===== src/pkg/ssr_pkg.sv =====
// Package of constants for the supply supervisor reset and watchdog block
package ssr_pkg;
    // ========================================
    // Timebase
    // ========================================
    localparam int unsigned CLK_HZ = 20000000; // Clock rate, 20 MHz
    localparam int unsigned CLK_NS = 50; // Clock period in ns
    // ========================================
    // Timing figures in their own units
    // ========================================
    localparam int unsigned RESET_HOLD_MS = 140; // Reset hold time, plain default
    localparam int unsigned WDT_LONG_S = 35; // Long startup watchdog timeout
    localparam int unsigned WDT_NORM_MS = 1120; // Normal watchdog timeout
    localparam int unsigned PF_DELAY_NS = 2000; // Power-fail update bound
    localparam int unsigned DEBOUNCE_MS = 1; // Manual reset debounce window
    // ========================================
    // Derived cycle counts (64 bit to hold large products)
    // ========================================
    localparam longint unsigned RESET_HOLD_CYC = 64'(RESET_HOLD_MS) * 64'(CLK_HZ) / 64'd1000;
    localparam longint unsigned WDT_LONG_CYC = 64'(WDT_LONG_S) * 64'(CLK_HZ);
    localparam longint unsigned WDT_NORM_CYC = 64'(WDT_NORM_MS) * 64'(CLK_HZ) / 64'd1000;
    localparam longint unsigned PF_DELAY_CYC = 64'(PF_DELAY_NS) / 64'(CLK_NS);
    localparam longint unsigned DEBOUNCE_CYC = 64'(DEBOUNCE_MS) * 64'(CLK_HZ) / 64'd1000;
    // ========================================
    // Widths and reset values
    // ========================================
    localparam int unsigned CNT_W = 32; // Counter width
    localparam logic RST_ACTIVE = 1'b1; // Internal reset state at power-on
endpackage


===== src/hw/ssr_debounce.sv =====
// Manual reset synchroniser and debounce filter
`timescale 1ns/1ps
module ssr_debounce #(
    parameter int unsigned STABLE_CYC = 20000 // Cycles an input must hold to be accepted
) (
    input wire logic mclk_i, // Block clock
    input wire logic rst_i, // Synchronous reset, active high
    input wire logic raw_n_i, // Raw manual reset, active low
    output logic clean_n_o // Debounced manual reset, active low
);
    // ========================================
    // State
    // ========================================
    typedef struct packed {
        logic sync1; // First synchroniser stage
        logic sync2; // Second synchroniser stage
        logic clean; // Accepted level
        logic [31:0] cnt; // Stability counter
    } ssr_deb_type;
    ssr_deb_type st;
    ssr_deb_type next_st;

    // ========================================
    // Next state
    // ========================================
    // A level must hold STABLE_CYC cycles before it replaces the clean one
    always_comb
    begin
        next_st = st;
        next_st.sync1 = raw_n_i;
        next_st.sync2 = st.sync1;
        if (st.sync2 == st.clean)
        begin
            // Agrees with accepted level: restart the window
            next_st.cnt = '0;
        end
        else if (st.cnt >= 32'(STABLE_CYC - 1))
        begin
            // Held long enough: accept it, so bounce gives one clean edge
            next_st.clean = st.sync2;
            next_st.cnt = '0;
        end
        else
        begin
            next_st.cnt = st.cnt + 32'd1;
        end
    end

    // ========================================
    // Registers
    // ========================================
    // Idle level is high: an open input reads as no manual reset
    always_ff @(posedge mclk_i)
    begin
        if (rst_i)
        begin
            st <= '{sync1: 1'b1, sync2: 1'b1, clean: 1'b1, cnt: 32'h0};
        end
        else
        begin
            st <= next_st;
        end
    end

    assign clean_n_o = st.clean;
endmodule


===== src/hw/ssr_supervisor.sv =====
// Supply supervisor: reset generation, dual-mode watchdog and power-fail output
`timescale 1ns/1ps
module ssr_supervisor #(
    parameter longint unsigned RESET_HOLD_CYC = ssr_pkg::RESET_HOLD_CYC, // Reset hold in cycles
    parameter longint unsigned WDT_LONG_CYC = ssr_pkg::WDT_LONG_CYC, // Startup watchdog in cycles
    parameter longint unsigned WDT_NORM_CYC = ssr_pkg::WDT_NORM_CYC, // Normal watchdog in cycles
    parameter int unsigned DEBOUNCE_CYC = 32'(ssr_pkg::DEBOUNCE_CYC) // Manual reset filter
) (
    input wire logic mclk_i, // Block clock, 20 MHz
    input wire logic rst_i, // Synchronous reset, active high
    input wire logic primary_supply_low_i, // Primary supply below threshold
    input wire logic secondary_supply_low_i, // Secondary supply below threshold
    input wire logic aux_undervoltage_sense_i, // Auxiliary input below threshold
    input wire logic power_fail_sense_i, // Power-fail comparator says below reference
    input wire logic manual_reset_n_i, // Manual reset, active low
    input wire logic watchdog_kick_i, // Watchdog input from the processor
    output logic reset_out_o, // Active-high reset
    output logic reset_out_a_n_o, // Active-low reset, first output
    output logic reset_out_b_n_o, // Active-low reset, second output
    output logic power_fail_out_n_o // Active-low power-fail output
);
    // ========================================
    // State types
    // ========================================
    typedef enum logic [2:0] {
        SSR_HOLD = 3'h1, // Reset asserted, counting the hold time
        SSR_LONG = 3'h2, // Running, startup watchdog timeout
        SSR_NORM = 3'h4 // Running, normal watchdog timeout
    } ssr_mode_type;

    typedef struct packed {
        ssr_mode_type mode; // Sequencer state
        logic [63:0] hold_cnt; // Reset hold counter
        logic [63:0] wdt_cnt; // Watchdog counter
        logic kick_s1; // Kick synchroniser first stage
        logic kick_s2; // Kick synchroniser second stage
        logic kick_prev; // Last synchronised kick level
        logic reset_state; // One internal reset state
        logic reset_state_n; // Complement copy, so the low outputs leave a flop too
        logic pf_n; // Power-fail output register
    } ssr_state_type;

    ssr_state_type st;
    ssr_state_type next_st;
    logic mr_clean_n; // Debounced manual reset
    logic fault; // Any level cause of reset
    logic kick_edge; // Watchdog input changed level
    logic wdt_expired; // Watchdog counter ran out

    // ========================================
    // Manual reset filter
    // ========================================
    ssr_debounce #(
        .STABLE_CYC(DEBOUNCE_CYC)
    ) u_deb (
        .mclk_i(mclk_i),
        .rst_i(rst_i),
        .raw_n_i(manual_reset_n_i),
        .clean_n_o(mr_clean_n)
    );

    // ========================================
    // Cause decode
    // ========================================
    // Level causes; the watchdog adds a single event on top
    assign fault = primary_supply_low_i | secondary_supply_low_i
        | aux_undervoltage_sense_i | ~mr_clean_n;
    assign kick_edge = st.kick_s2 ^ st.kick_prev;
    // Expiry limit follows the current mode
    assign wdt_expired = (st.mode == SSR_LONG) ? (st.wdt_cnt >= WDT_LONG_CYC - 64'd1)
        : (st.wdt_cnt >= WDT_NORM_CYC - 64'd1);

    // ========================================
    // Next state
    // ========================================
    always_comb
    begin
        next_st = st;
        next_st.kick_s1 = watchdog_kick_i;
        next_st.kick_s2 = st.kick_s1;
        next_st.kick_prev = st.kick_s2;
        // Comparator result goes straight through, no hold
        next_st.pf_n = ~power_fail_sense_i;
        case (st.mode)
            SSR_HOLD:
            begin
                next_st.wdt_cnt = '0;
                if (fault)
                begin
                    next_st.hold_cnt = '0;
                end
                else if (st.hold_cnt >= RESET_HOLD_CYC - 64'd1)
                begin
                    // Hold done: release and start in the long watchdog mode
                    next_st.mode = SSR_LONG;
                    next_st.reset_state = 1'b0;
                    next_st.hold_cnt = '0;
                end
                else
                begin
                    next_st.hold_cnt = st.hold_cnt + 64'd1;
                end
            end
            SSR_LONG, SSR_NORM:
            begin
                if (fault || wdt_expired)
                begin
                    // Any event returns to hold for one full reset hold time
                    next_st.mode = SSR_HOLD;
                    next_st.reset_state = 1'b1;
                    next_st.hold_cnt = '0;
                    next_st.wdt_cnt = '0;
                end
                else if (kick_edge)
                begin
                    next_st.mode = SSR_NORM;
                    next_st.wdt_cnt = '0;
                end
                else
                begin
                    next_st.wdt_cnt = st.wdt_cnt + 64'd1;
                end
            end
            default:
            begin
                next_st.mode = SSR_HOLD;
                next_st.reset_state = 1'b1;
                next_st.hold_cnt = '0;
            end
        endcase
        // Derived from the final next value so both flops can never disagree
        next_st.reset_state_n = ~next_st.reset_state;
    end

    // ========================================
    // Registers
    // ========================================
    // Reset comes up asserted, as at power-up
    always_ff @(posedge mclk_i)
    begin
        if (rst_i)
        begin
            st <= '{mode: SSR_HOLD, hold_cnt: 64'h0, wdt_cnt: 64'h0, kick_s1: 1'b0,
                kick_s2: 1'b0, kick_prev: 1'b0, reset_state: ssr_pkg::RST_ACTIVE,
                reset_state_n: ~ssr_pkg::RST_ACTIVE, pf_n: 1'b1};
        end
        else
        begin
            st <= next_st;
        end
    end

    // Outputs come straight from flip-flops, the two active-low resets both from reset_state_n
    assign reset_out_o = st.reset_state;
    assign reset_out_a_n_o = st.reset_state_n;
    assign reset_out_b_n_o = st.reset_state_n;
    assign power_fail_out_n_o = st.pf_n;
endmodule


===== config.mk =====
export PLATFORM = sky130hd
export DESIGN_NAME = ssr_supervisor
export DESIGN_NICKNAME = d
export VERILOG_FILES = /design/src/pkg/ssr_pkg.sv /design/src/hw/ssr_debounce.sv /design/src/hw/ssr_supervisor.sv
export SDC_FILE = /design/constraint.sdc
export NUM_CORES = 1
export LEC_CHECK = 0
export BUFFER_PORTS_ARGS = -buffer_cell sky130_fd_sc_hd__buf_4
export CAP_MARGIN = 40
export CORE_MARGIN = 2
export CORE_UTILIZATION = 30
export DETAILED_ROUTE_END_ITERATION = 6
export HOLD_SLACK_MARGIN = 0.05
export PLACE_DENSITY_LB_ADDON = 0.12
export SLEW_MARGIN = 20
export SYNTH_ARGS = -nofsm -noshare
export SYNTH_HDL_FRONTEND = slang
export SYNTH_SLANG_ARGS = --single-unit

===== constraint.sdc =====
create_clock -name mclk_i -period 3.9 [get_ports mclk_i]
set_clock_uncertainty 0.1 [all_clocks]
set_input_delay 0.195 -clock mclk_i [delete_from_list [all_inputs] [get_ports mclk_i]]
set_output_delay 0.195 -clock mclk_i [all_outputs]
set_load 0.03 [all_outputs]

**After elaboration in Yosys (flattened, before gate mapping)**

Index checks and enable logic that the tools add are counted.

- Register bits: 172
- Input bits: 8
- Logic and storage cells: 58

- $add $sub $neg: 3
- Order comparisons: 4
- Equal/unequal tests: 8
- Multiplexer cells: 16
- Bitwise operators: 8
- Reductions and logical operators: 6

Operators by type and width:

| kind | count |
|---|---|
| 64-bit 2-to-1 mux | 5 |
| 67-bit case mux with 2 select lines | 1 |
| 64-bit by 1-bit adder with 64-bit output, second input constant | 2 |
| 64-bit case mux with 2 select lines | 1 |
| 64-bit by 22-bit >= comparator with 1-bit output, second input constant | 1 |
| 64-bit by 25-bit >= comparator with 1-bit output, second input constant | 1 |
| 64-bit by 30-bit >= comparator with 1-bit output, second input constant | 1 |
| 32-bit by 1-bit adder with 32-bit output, second input constant | 1 |
| 32-bit by 15-bit >= comparator with 1-bit output, second input constant | 1 |
| 3-bit 2-to-1 mux | 4 |
| 2-bit != test, second input constant | 3 |
| 1-bit 2-to-1 mux | 4 |
| 1-bit inverter | 4 |
| 3-bit by 1-bit == test with 1-bit output, second input constant | 1 |
| 3-bit by 2-bit == test with 1-bit output, second input constant | 1 |
| 3-bit == test, second input constant | 1 |
| 3-bit != test, second input constant | 1 |
| 1-bit bitwise OR | 3 |
| 3-bit AND reduction | 1 |
| 3-bit OR reduction | 1 |
| 1-bit case mux with 2 select lines | 1 |
| 2-bit AND reduction | 1 |
| 2-bit nonzero test | 1 |
| 2-bit OR reduction | 1 |
| 3 further kinds | 3 |

**Longest topological paths before layout**

Gate-level depths: netlist (run 1).

- Depth after elaboration: 7
- Gate-level depth with buffers: 11
- Depth with buffers taken out: 8

**Cells and area by module**

A second synthesis (run 1) with hierarchy kept.

- Cells, all modules: 953
- Area, all modules: 8,089.0 um^2

Modules (own cells, without submodules):

| module | instances | cells each | area an instance (um^2) | seq. area each (um^2) |
|---|---|---|---|---|
| ssr_supervisor | 1 | 842 | 6,881.6 | 2,742.6 |
| ssr_debounce | 1 | 111 | 1,207.4 | 700.7 |

**Worst setup path before layout (run 1)**

Ideal clock, no wire load.

- Kind: reg-to-reg
- From: reg st[31] (netlist name)
- To: reg st[29] (netlist name)
- Library setup time: 0.094 ns
- Arrival: 2.677 ns
- Data required time: 3.706 ns
- Path slack: 1.029 ns
- Stages on the path, launching flop included: 10
- Buffers on the path: 3
- Clock period less this slack: 2.871 ns
- Path through: dfxtp_1 > or4_4 > o41ai_2 > o21ai_1 > or4_1 > clkbuf_1 > or3_1 > buf_2 > buf_2 > o311ai_2

- Word-level cells in the longest chain between the ends: 5

RTL lines:

| element | RTL line | text |
|---|---|---|
| start: declaration | ssr_supervisor.sv:43 | `ssr_state_type st;` |
| start signal: assignment | ssr_supervisor.sv:143 | `st <= '{mode: SSR_HOLD, hold_cnt: 64'h0, wdt_cnt: 64'h0, kick_s1: 1'b0,` |
| start signal: assignment | ssr_supervisor.sv:149 | `st <= next_st;` |
| 64-bit by 25-bit >= comparator with 1-bit output / 64-bit by 30-bit >= comparator with 1-bit output (equally long branches) | ssr_supervisor.sv:71, ssr_supervisor.sv:70 |  |
| 1-bit 2-to-1 mux (*) | ssr_supervisor.sv:70 | `assign wdt_expired = (st.mode == SSR_LONG) ? (st.wdt_cnt >= WDT_LONG_CYC - 64'd1)` |
| 1-bit logical OR (*) | ssr_supervisor.sv:106 | `if (fault \|\| wdt_expired)` |
| 64-bit 2-to-1 mux (*) | ssr_supervisor.sv:106 |  |
| 64-bit case mux with 2 select lines (*) | ssr_supervisor.sv:84 | `case (st.mode)` |

Mark *: on every way between the ends. The rest lies on a longest branch, timed or not.
A chain may end at the register's enable or synchronous reset.

**Worst setup path after layout (run 1)**

- From: reg st[31] (netlist name)
- To: reg st[20] (netlist name)

Same word-level chain as after synthesis.

==> metrics.md, run 1 <==
| Metric | Value |
|---|---|
| Placer Congestion | 0.746 |
| CTS Buf Count | 17 |
| Synthesis-to-finish area growth | 14.4% |
| Tcrit/Tclk final | 84.2% |
| Crit path DAT | 3550 ps |
| Die H | 166 um |
| Setup Total Neg Slack | 0 ps |
| N_diodes | 0 |
| Post-CTS Setup Inserts | 0 |
| Final Max Tran Viols | 0 |
| Distinct cells, synth | 61 |
| DRT iter0 DRCs | 481 |
| Synthesized flop and latch total | 172 |
| Static Leak | 2.94 nW |
| Hold Crit Class | input pin to flop |
| CP max FO | 16 |
| CP required | 4170 ps |
| Slew @ Worst Pin | 851 ps |
| CP Launch Type | flop |
| Max clock buf depth | 2 |
| Seq/Total Area, Yosys | 43.9% |
| Rel. slew slack | 43.1% |
| Peak VDD IR | 0.272 mV |
| Async S/R FF share, synth | 0% |
| Unrepaired setup endpoints after global routing | false |
| 1st-pass router iterations | 5 |
| # port buffers | 11 |
| Synth Cell Area | 7840 um2 |
| Final Hold Fails | 0 |
| Mapped Cells | 969 |
| Total power density per cell area | 396 nW/um2 |
| CTS tree | yes |
| Synth Flop Type | dfxtp_1 |
| Fin Hold WS | 127 ps |
| Core area | 25800 um2 |
| Vias in the first global route | 6315 |
| Yosys warns | 0 |
| Max_cap viols | 0 |
| Die ar. | 27400 um2 |
| CP Capture Type | flop |
| Die width | 166 um |
| Pin count of the biggest net entering global routing | 47 |
| Outcome | complete, no violations |
| Layout cells sized above 1 | 8.36% |
| Total global routing track utilization | 13.9% |
| H-Tree Depth | 4 |
| Min Clock Period, post-route | 3280 ps |
| Post-cts resize count | 0 |
| Reg clk slew, reported paths | 70 ps |
| Post-synth EDFFs | 0 |
| Avg Synthesized Cell Area | 8.09 um2 |
| Via density per instance | 5.12 |
| Top Ports | 12 |
| Row count | 59 |
| Hold Buf Count CTS | 3 |
| Sink Count | 172 |
| Pwr Total | 0.00355 W |
| Final setup fails | 0 |
| DR vias | 6794 |
| Root Driver | clkbuf_16 |
| Detail Placement HPWL | 12.7 mm |
| Nets | 992 |
| Antenna viol nets, final | 0 |
| First-pass GRT wire length | 32.0 mm |
| Crit Path Category | flop to flop |
| Max Fclk | 305 MHz |
| DRC viols | 0 |
| Initial antenna violation count | 0 |
| Worst-Skew Late Latency | 430 ps |
| Wirelength, routed | 18.8 mm |
| Total gr overflow | 0 |
| DR WL/cell | 14.1 um |
| Initial Util | 30.3% |
==> critical path, stage by stage, from the launching register on <==
cell and delay (ps):
dfxtp_1 380, or4_4 580, o41ai_2 250, o21ai_1 180
or4_1 580, or3_1 620, or3_1 440, nand3_1 80
==> final cells by class <==
class / count / area, um2
inverter: 14 / 52.6
clock buffer: 18 / 439
clock inverter: 13 / 154
tap: 335 / 419
fill: 2754 / 16900
multi-input combinational: 742 / 4200
sequential: 172 / 3440
timing repair buffer: 34 / 263
==> power breakdown <==
group	switching, W	internal, W	leakage (nW)
logic	0.0000266	0.0000158	1.26
clock network	0.000763	0.000974	0.284
registers	0.00000383	0.00177	1.39
==> final timing paths <==
| path | from | end | slack (ps) | depth (start not counted) |
|---|---|---|---|---|
| max | st[31] | st[20] | 620 | 7 |
| min | rst_i | st[135] | 130 | 2 |
| max reg2reg | st[31] | st[20] | 620 | 7 |
| min reg2reg | u_deb.next_st[33] | u_deb.st[33] | 310 | 1 |
==> placed cells by master, fill, tap and decap left out, types with 25 or more instances in the layout <==
master and count:
nand2_1 79, nor2_1 133, buf_4 31, dfxtp_1 172
o21ai_0 35, a31oi_1 25, nand3_1 62, and3_1 30
nor4_1 33, nand4_1 30, nor3_1 35, a21oi_1 62
xor2_1 25
==> logic make-up (layout without fill, tap and decap cells) <==
family / after synthesis / in the layout / share of synthesized area [%]
fa+ha+maj: 3 / 3 / 0.479
other cells: 1 / 17 / 0.0478
buf+inv: 71 / 79 / 3.50
simple gates: 498 / 498 / 32.6
compound gates: 184 / 184 / 14.9
mux: 1 / 1 / 0.128
flops: 172 / 172 / 43.9
xor+xnor: 39 / 39 / 4.36
==> synthesized netlist by cell type, types with 3 or more instances <==
cell       count  area [um2]
a211oi_1       3        22.5
a21o_1         6        45.0
a21oi_1       62         310
a2bb2oi_1      3        26.3
a31oi_1       25         156
a41oi_1       10        87.6
and2_1        13        81.3
and3_1        30         188
and4_1        11        96.3
buf_1          3        11.3
buf_2          3        15.0
clkbuf_1      50         188
dfxtp_1      172        3440
ha_1           3        37.5
inv_1         14        52.6
nand2_1       79         297
nand3_1       62         310
nand3b_1       6        45.0
nand4_1       30         188
nand4b_1       5        43.8
nor2_1       134         503
nor2b_1        8        50.1
nor3_1        35         175
nor4_1        33         206
o2111ai_1      3        26.3
o211ai_1       3        22.5
o21a_1        15         113
o21ai_0       35         175
or2_2         11        68.8
or3_1         19         119
or4_1         10        75.1
xnor2_1       14         123
xor2_1        25         219
==> flip-flops by register name (all words and copies together) (netlist names) <==
| register | count |
|---|---|
| reset_out_o | 1 |
| reset_out_a_n_o | 1 |
| st | 132 |
| next_st | 2 |
| u_deb.clean_n_o | 1 |
| u_deb.st | 33 |
| power_fail_out_n_o | 1 |
| u_deb.next_st | 1 |
==> metal layers <==
metal  vias to the layer above  share of wire (%)  global-route usage [%]
li1                       3507                  -                       -
met5                         -                  0                       0
met2                        90                 45                    21.7
met4                         0               0.97                    3.55
met1                      3187                 51                    19.8
met3                        10                2.7                    2.70
==> per-stage QoR <==
| stage | instance area, um2 | setup WS, ps | util, % | instances |
|---|---|---|---|---|
| after floorplan | 7900 | 1030 | - | 985 |
| after global routing | 8970 | 413 | 34.7 | 1328 |
| after detailed placement | 8340 | 625 | 32.3 | 1294 |
| after CTS | 8970 | 612 | 34.7 | 1328 |
| after global placement | 8340 | 681 | 32.3 | 1294 |
| final | 8970 | 617 | 34.7 | 1328 |
Note: power is estimated with default switching activity, not from simulation.
==> run 2: changes to the inputs <==
==> constraint.sdc (replaced) <==
create_clock -name mclk_i -period 3 [get_ports mclk_i]
set_clock_uncertainty 0.1 [all_clocks]
set_input_delay 0.15 -clock mclk_i [delete_from_list [all_inputs] [get_ports mclk_i]]
set_output_delay 0.15 -clock mclk_i [all_outputs]
set_load 0.03 [all_outputs]
==> run 2 against run 1 <==
Net effect:
- critical path type unchanged
- worst hold slack got worse by 34 ps
- clock-buffer cell count down 1
- flip-flop and latch count is the same
- utilization grew 1.2 points
- wire length increased by 4.9%
- worst setup slack worse by 450 ps
- total power is 29% higher
==> metrics.md, run 2 (synthesis gave the netlist of run 1 again) <==
| Metric | Value |
|---|---|
| Outcome | complete, no violations |
| Worst Setup EP | st[31] |
| Reg clk slew, reported paths | 80 ps |
| Wirelength, routed | 19.7 mm |
| Crit Path Category | flop to flop |
| Die width | 166 um |
| Initial antenna violation count | 0 |
| Total power density per cell area | 495 nW/um2 |
| CP Launch Type | flop |
| Max clock buf depth | 2 |
| Setup Total Neg Slack | 0 ps |
| Final setup fails | 0 |
| CP max stage delay | 550 ps |
| H-Tree Depth | 4 |
| Die H | 166 um |
| Core area | 25800 um2 |
| Placer Congestion | 0.741 |
| Pin count of the biggest net entering global routing | 47 |
| Row count | 59 |
| Final Max Tran Viols | 0 |
| Delay-heaviest family, CP | simple AND/OR/NAND/NOR gates |
| Most flops, register | st |
| Nets | 1023 |
| First-pass GRT wire length | 33.2 mm |
| Static Leak | 3.13 nW |
| Die ar. | 27400 um2 |
| Sink Count | 172 |
| Layout cells sized above 1 | 11.6% |
| DR vias | 6890 |
| N_diodes | 0 |
| Total gr overflow | 0 |
| CP Cell Sequence | or4_4, o41ai_2, o21ai_1, or4_1, or3_4, buf_4, o311ai_2 |
| Critical path's slowest cell | or4_4 |
| Flop2flop setup slack | 170 ps |
| Max reg flops | 132 |
| Max Fclk | 353 MHz |
| Worst path depth | 7 |
| Root Driver | clkbuf_16 |
| Peak VDD IR | 0.273 mV |
| Via density per instance | 5.07 |
| CTS Buf Count | 17 |
| CP required | 3240 ps |
| Final Hold Fails | 0 |
| Tcrit/Tclk final | 94.4% |
| Commonest non-fill, non-tap cell in the layout | dfxtp_1 |
| Max_cap viols | 0 |
| Worst Reg-to-Reg Cells | 7 |
| Detail Placement HPWL | 13.1 mm |
| Antenna viol nets, final | 0 |
| Min Clock Period, post-route | 2830 ps |
| Initial Util | 30.3% |
| Crit path DAT | 3070 ps |
| Final instance area | 9270 um2 |
| Slew @ Worst Pin | 857 ps |
| CP bufs+invs | 1 |
| DRT iter0 DRCs | 472 |
| Crit path from | st[31] |
| CP Capture Type | flop |
| DRC viols | 0 |
| Synthesis-to-finish area growth | 18.2% |
| Vias in the first global route | 6488 |
| Top Ports | 12 |
| # port buffers | 11 |
| CTS tree | yes |
| CP max FO | 9 |
| Post-DP Area | 8600 um2 |
| 1st-pass router iterations | 4 |
| Worst-Skew Late Latency | 440 ps |
| Highest-count cells in the layout ignoring fill and taps | 172 x dfxtp_1, 132 x nor2_1, 79 x nand2_1 |
| Rel. slew slack | 42.7% |
| Unrepaired setup endpoints after global routing | false |
| Worst r2r dst | st[31] |
| DR WL/cell | 14.5 um |
| Total global routing track utilization | 14.5% |
| Hold Crit Class | input pin to flop |
| Min-delay src | rst_i |
| Worst R2R Start | st[31] |
## run 2: cell types whose count changed in the layout (fill, tap and decap cells not counted), sizes merged
cell / before / now
buf: 31 / 62
bufinv: 2 / 0
clkbuf: 18 / 17
clkinv: 2 / 6
clkinvlp: 3 / 0
inv: 20 / 23
## run 2: report_power, final
part / leakage, nW / total, W / internal [W] / switching [W]
clock network: 0.290 / 0.00223 / 0.00112 / 0.00111
registers: 1.39 / 0.00230 / 0.00230 / 0.00000517
logic: 1.44 / 0.0000591 / 0.0000232 / 0.0000359
## run 2: final cells by class
class | instances | area [um2]
Timing Repair Buffer | 65 | 549
Multi-Input combinational cell | 742 | 4210
Clock buffer | 17 | 425
Fill cell | 2744 | 16600
Tap cell | 335 | 419
Clock inverter | 15 | 165
Sequential cell | 172 | 3440
Inverter | 14 | 52.6
## run 2: worst min-delay path by stage
stage                         endpoint  depth (start not counted)  slack (ps)
finish                           st[7]                          2          90
global route                   st[135]                          2         120
CTS                              st[7]                          2          80
detailed placement  power_fail_out_n_o                          2         230
global placement    power_fail_out_n_o                          2         220
floorplan           power_fail_out_n_o                          1         120
## run 2: stage by stage
| step | power (W) | instances | utilization (%) | hold WS, ps | worst slack (ps) |
|---|---|---|---|---|---|
| 2_1_floorplan | 0.00239 | 985 | - | 124 | 129 |
| 3_3_place_gp | 0.00241 | 1322 | 33.3 | 221 | 77.6 |
| 3_5_place_dp | 0.00241 | 1322 | 33.3 | 227 | 76.7 |
| 4_1_cts | 0.00468 | 1357 | 35.7 | 76.2 | 45.3 |
| 5_1_grt | 0.00476 | 1360 | 35.9 | 116 | 18.4 |
| 6_report | 0.00459 | 1360 | 35.9 | 93.3 | 168 |
## run 2: repair_timing
item	CTS	global route
hold endpoints to repair	3	0
hold buffers	3	0
endpoints found under the setup margin	0	52
gates resized for setup	0	6
setup buffers	0	3
## run 2: per-layer routing
layer,GRT usage [%],share of wire [%],vias to the layer above
met5,0,0,-
met4,4.61,1.3,0
met3,2.53,2.3,16
met2,23.0,44,79
met1,20.0,52,3213
li1,-,-,3582
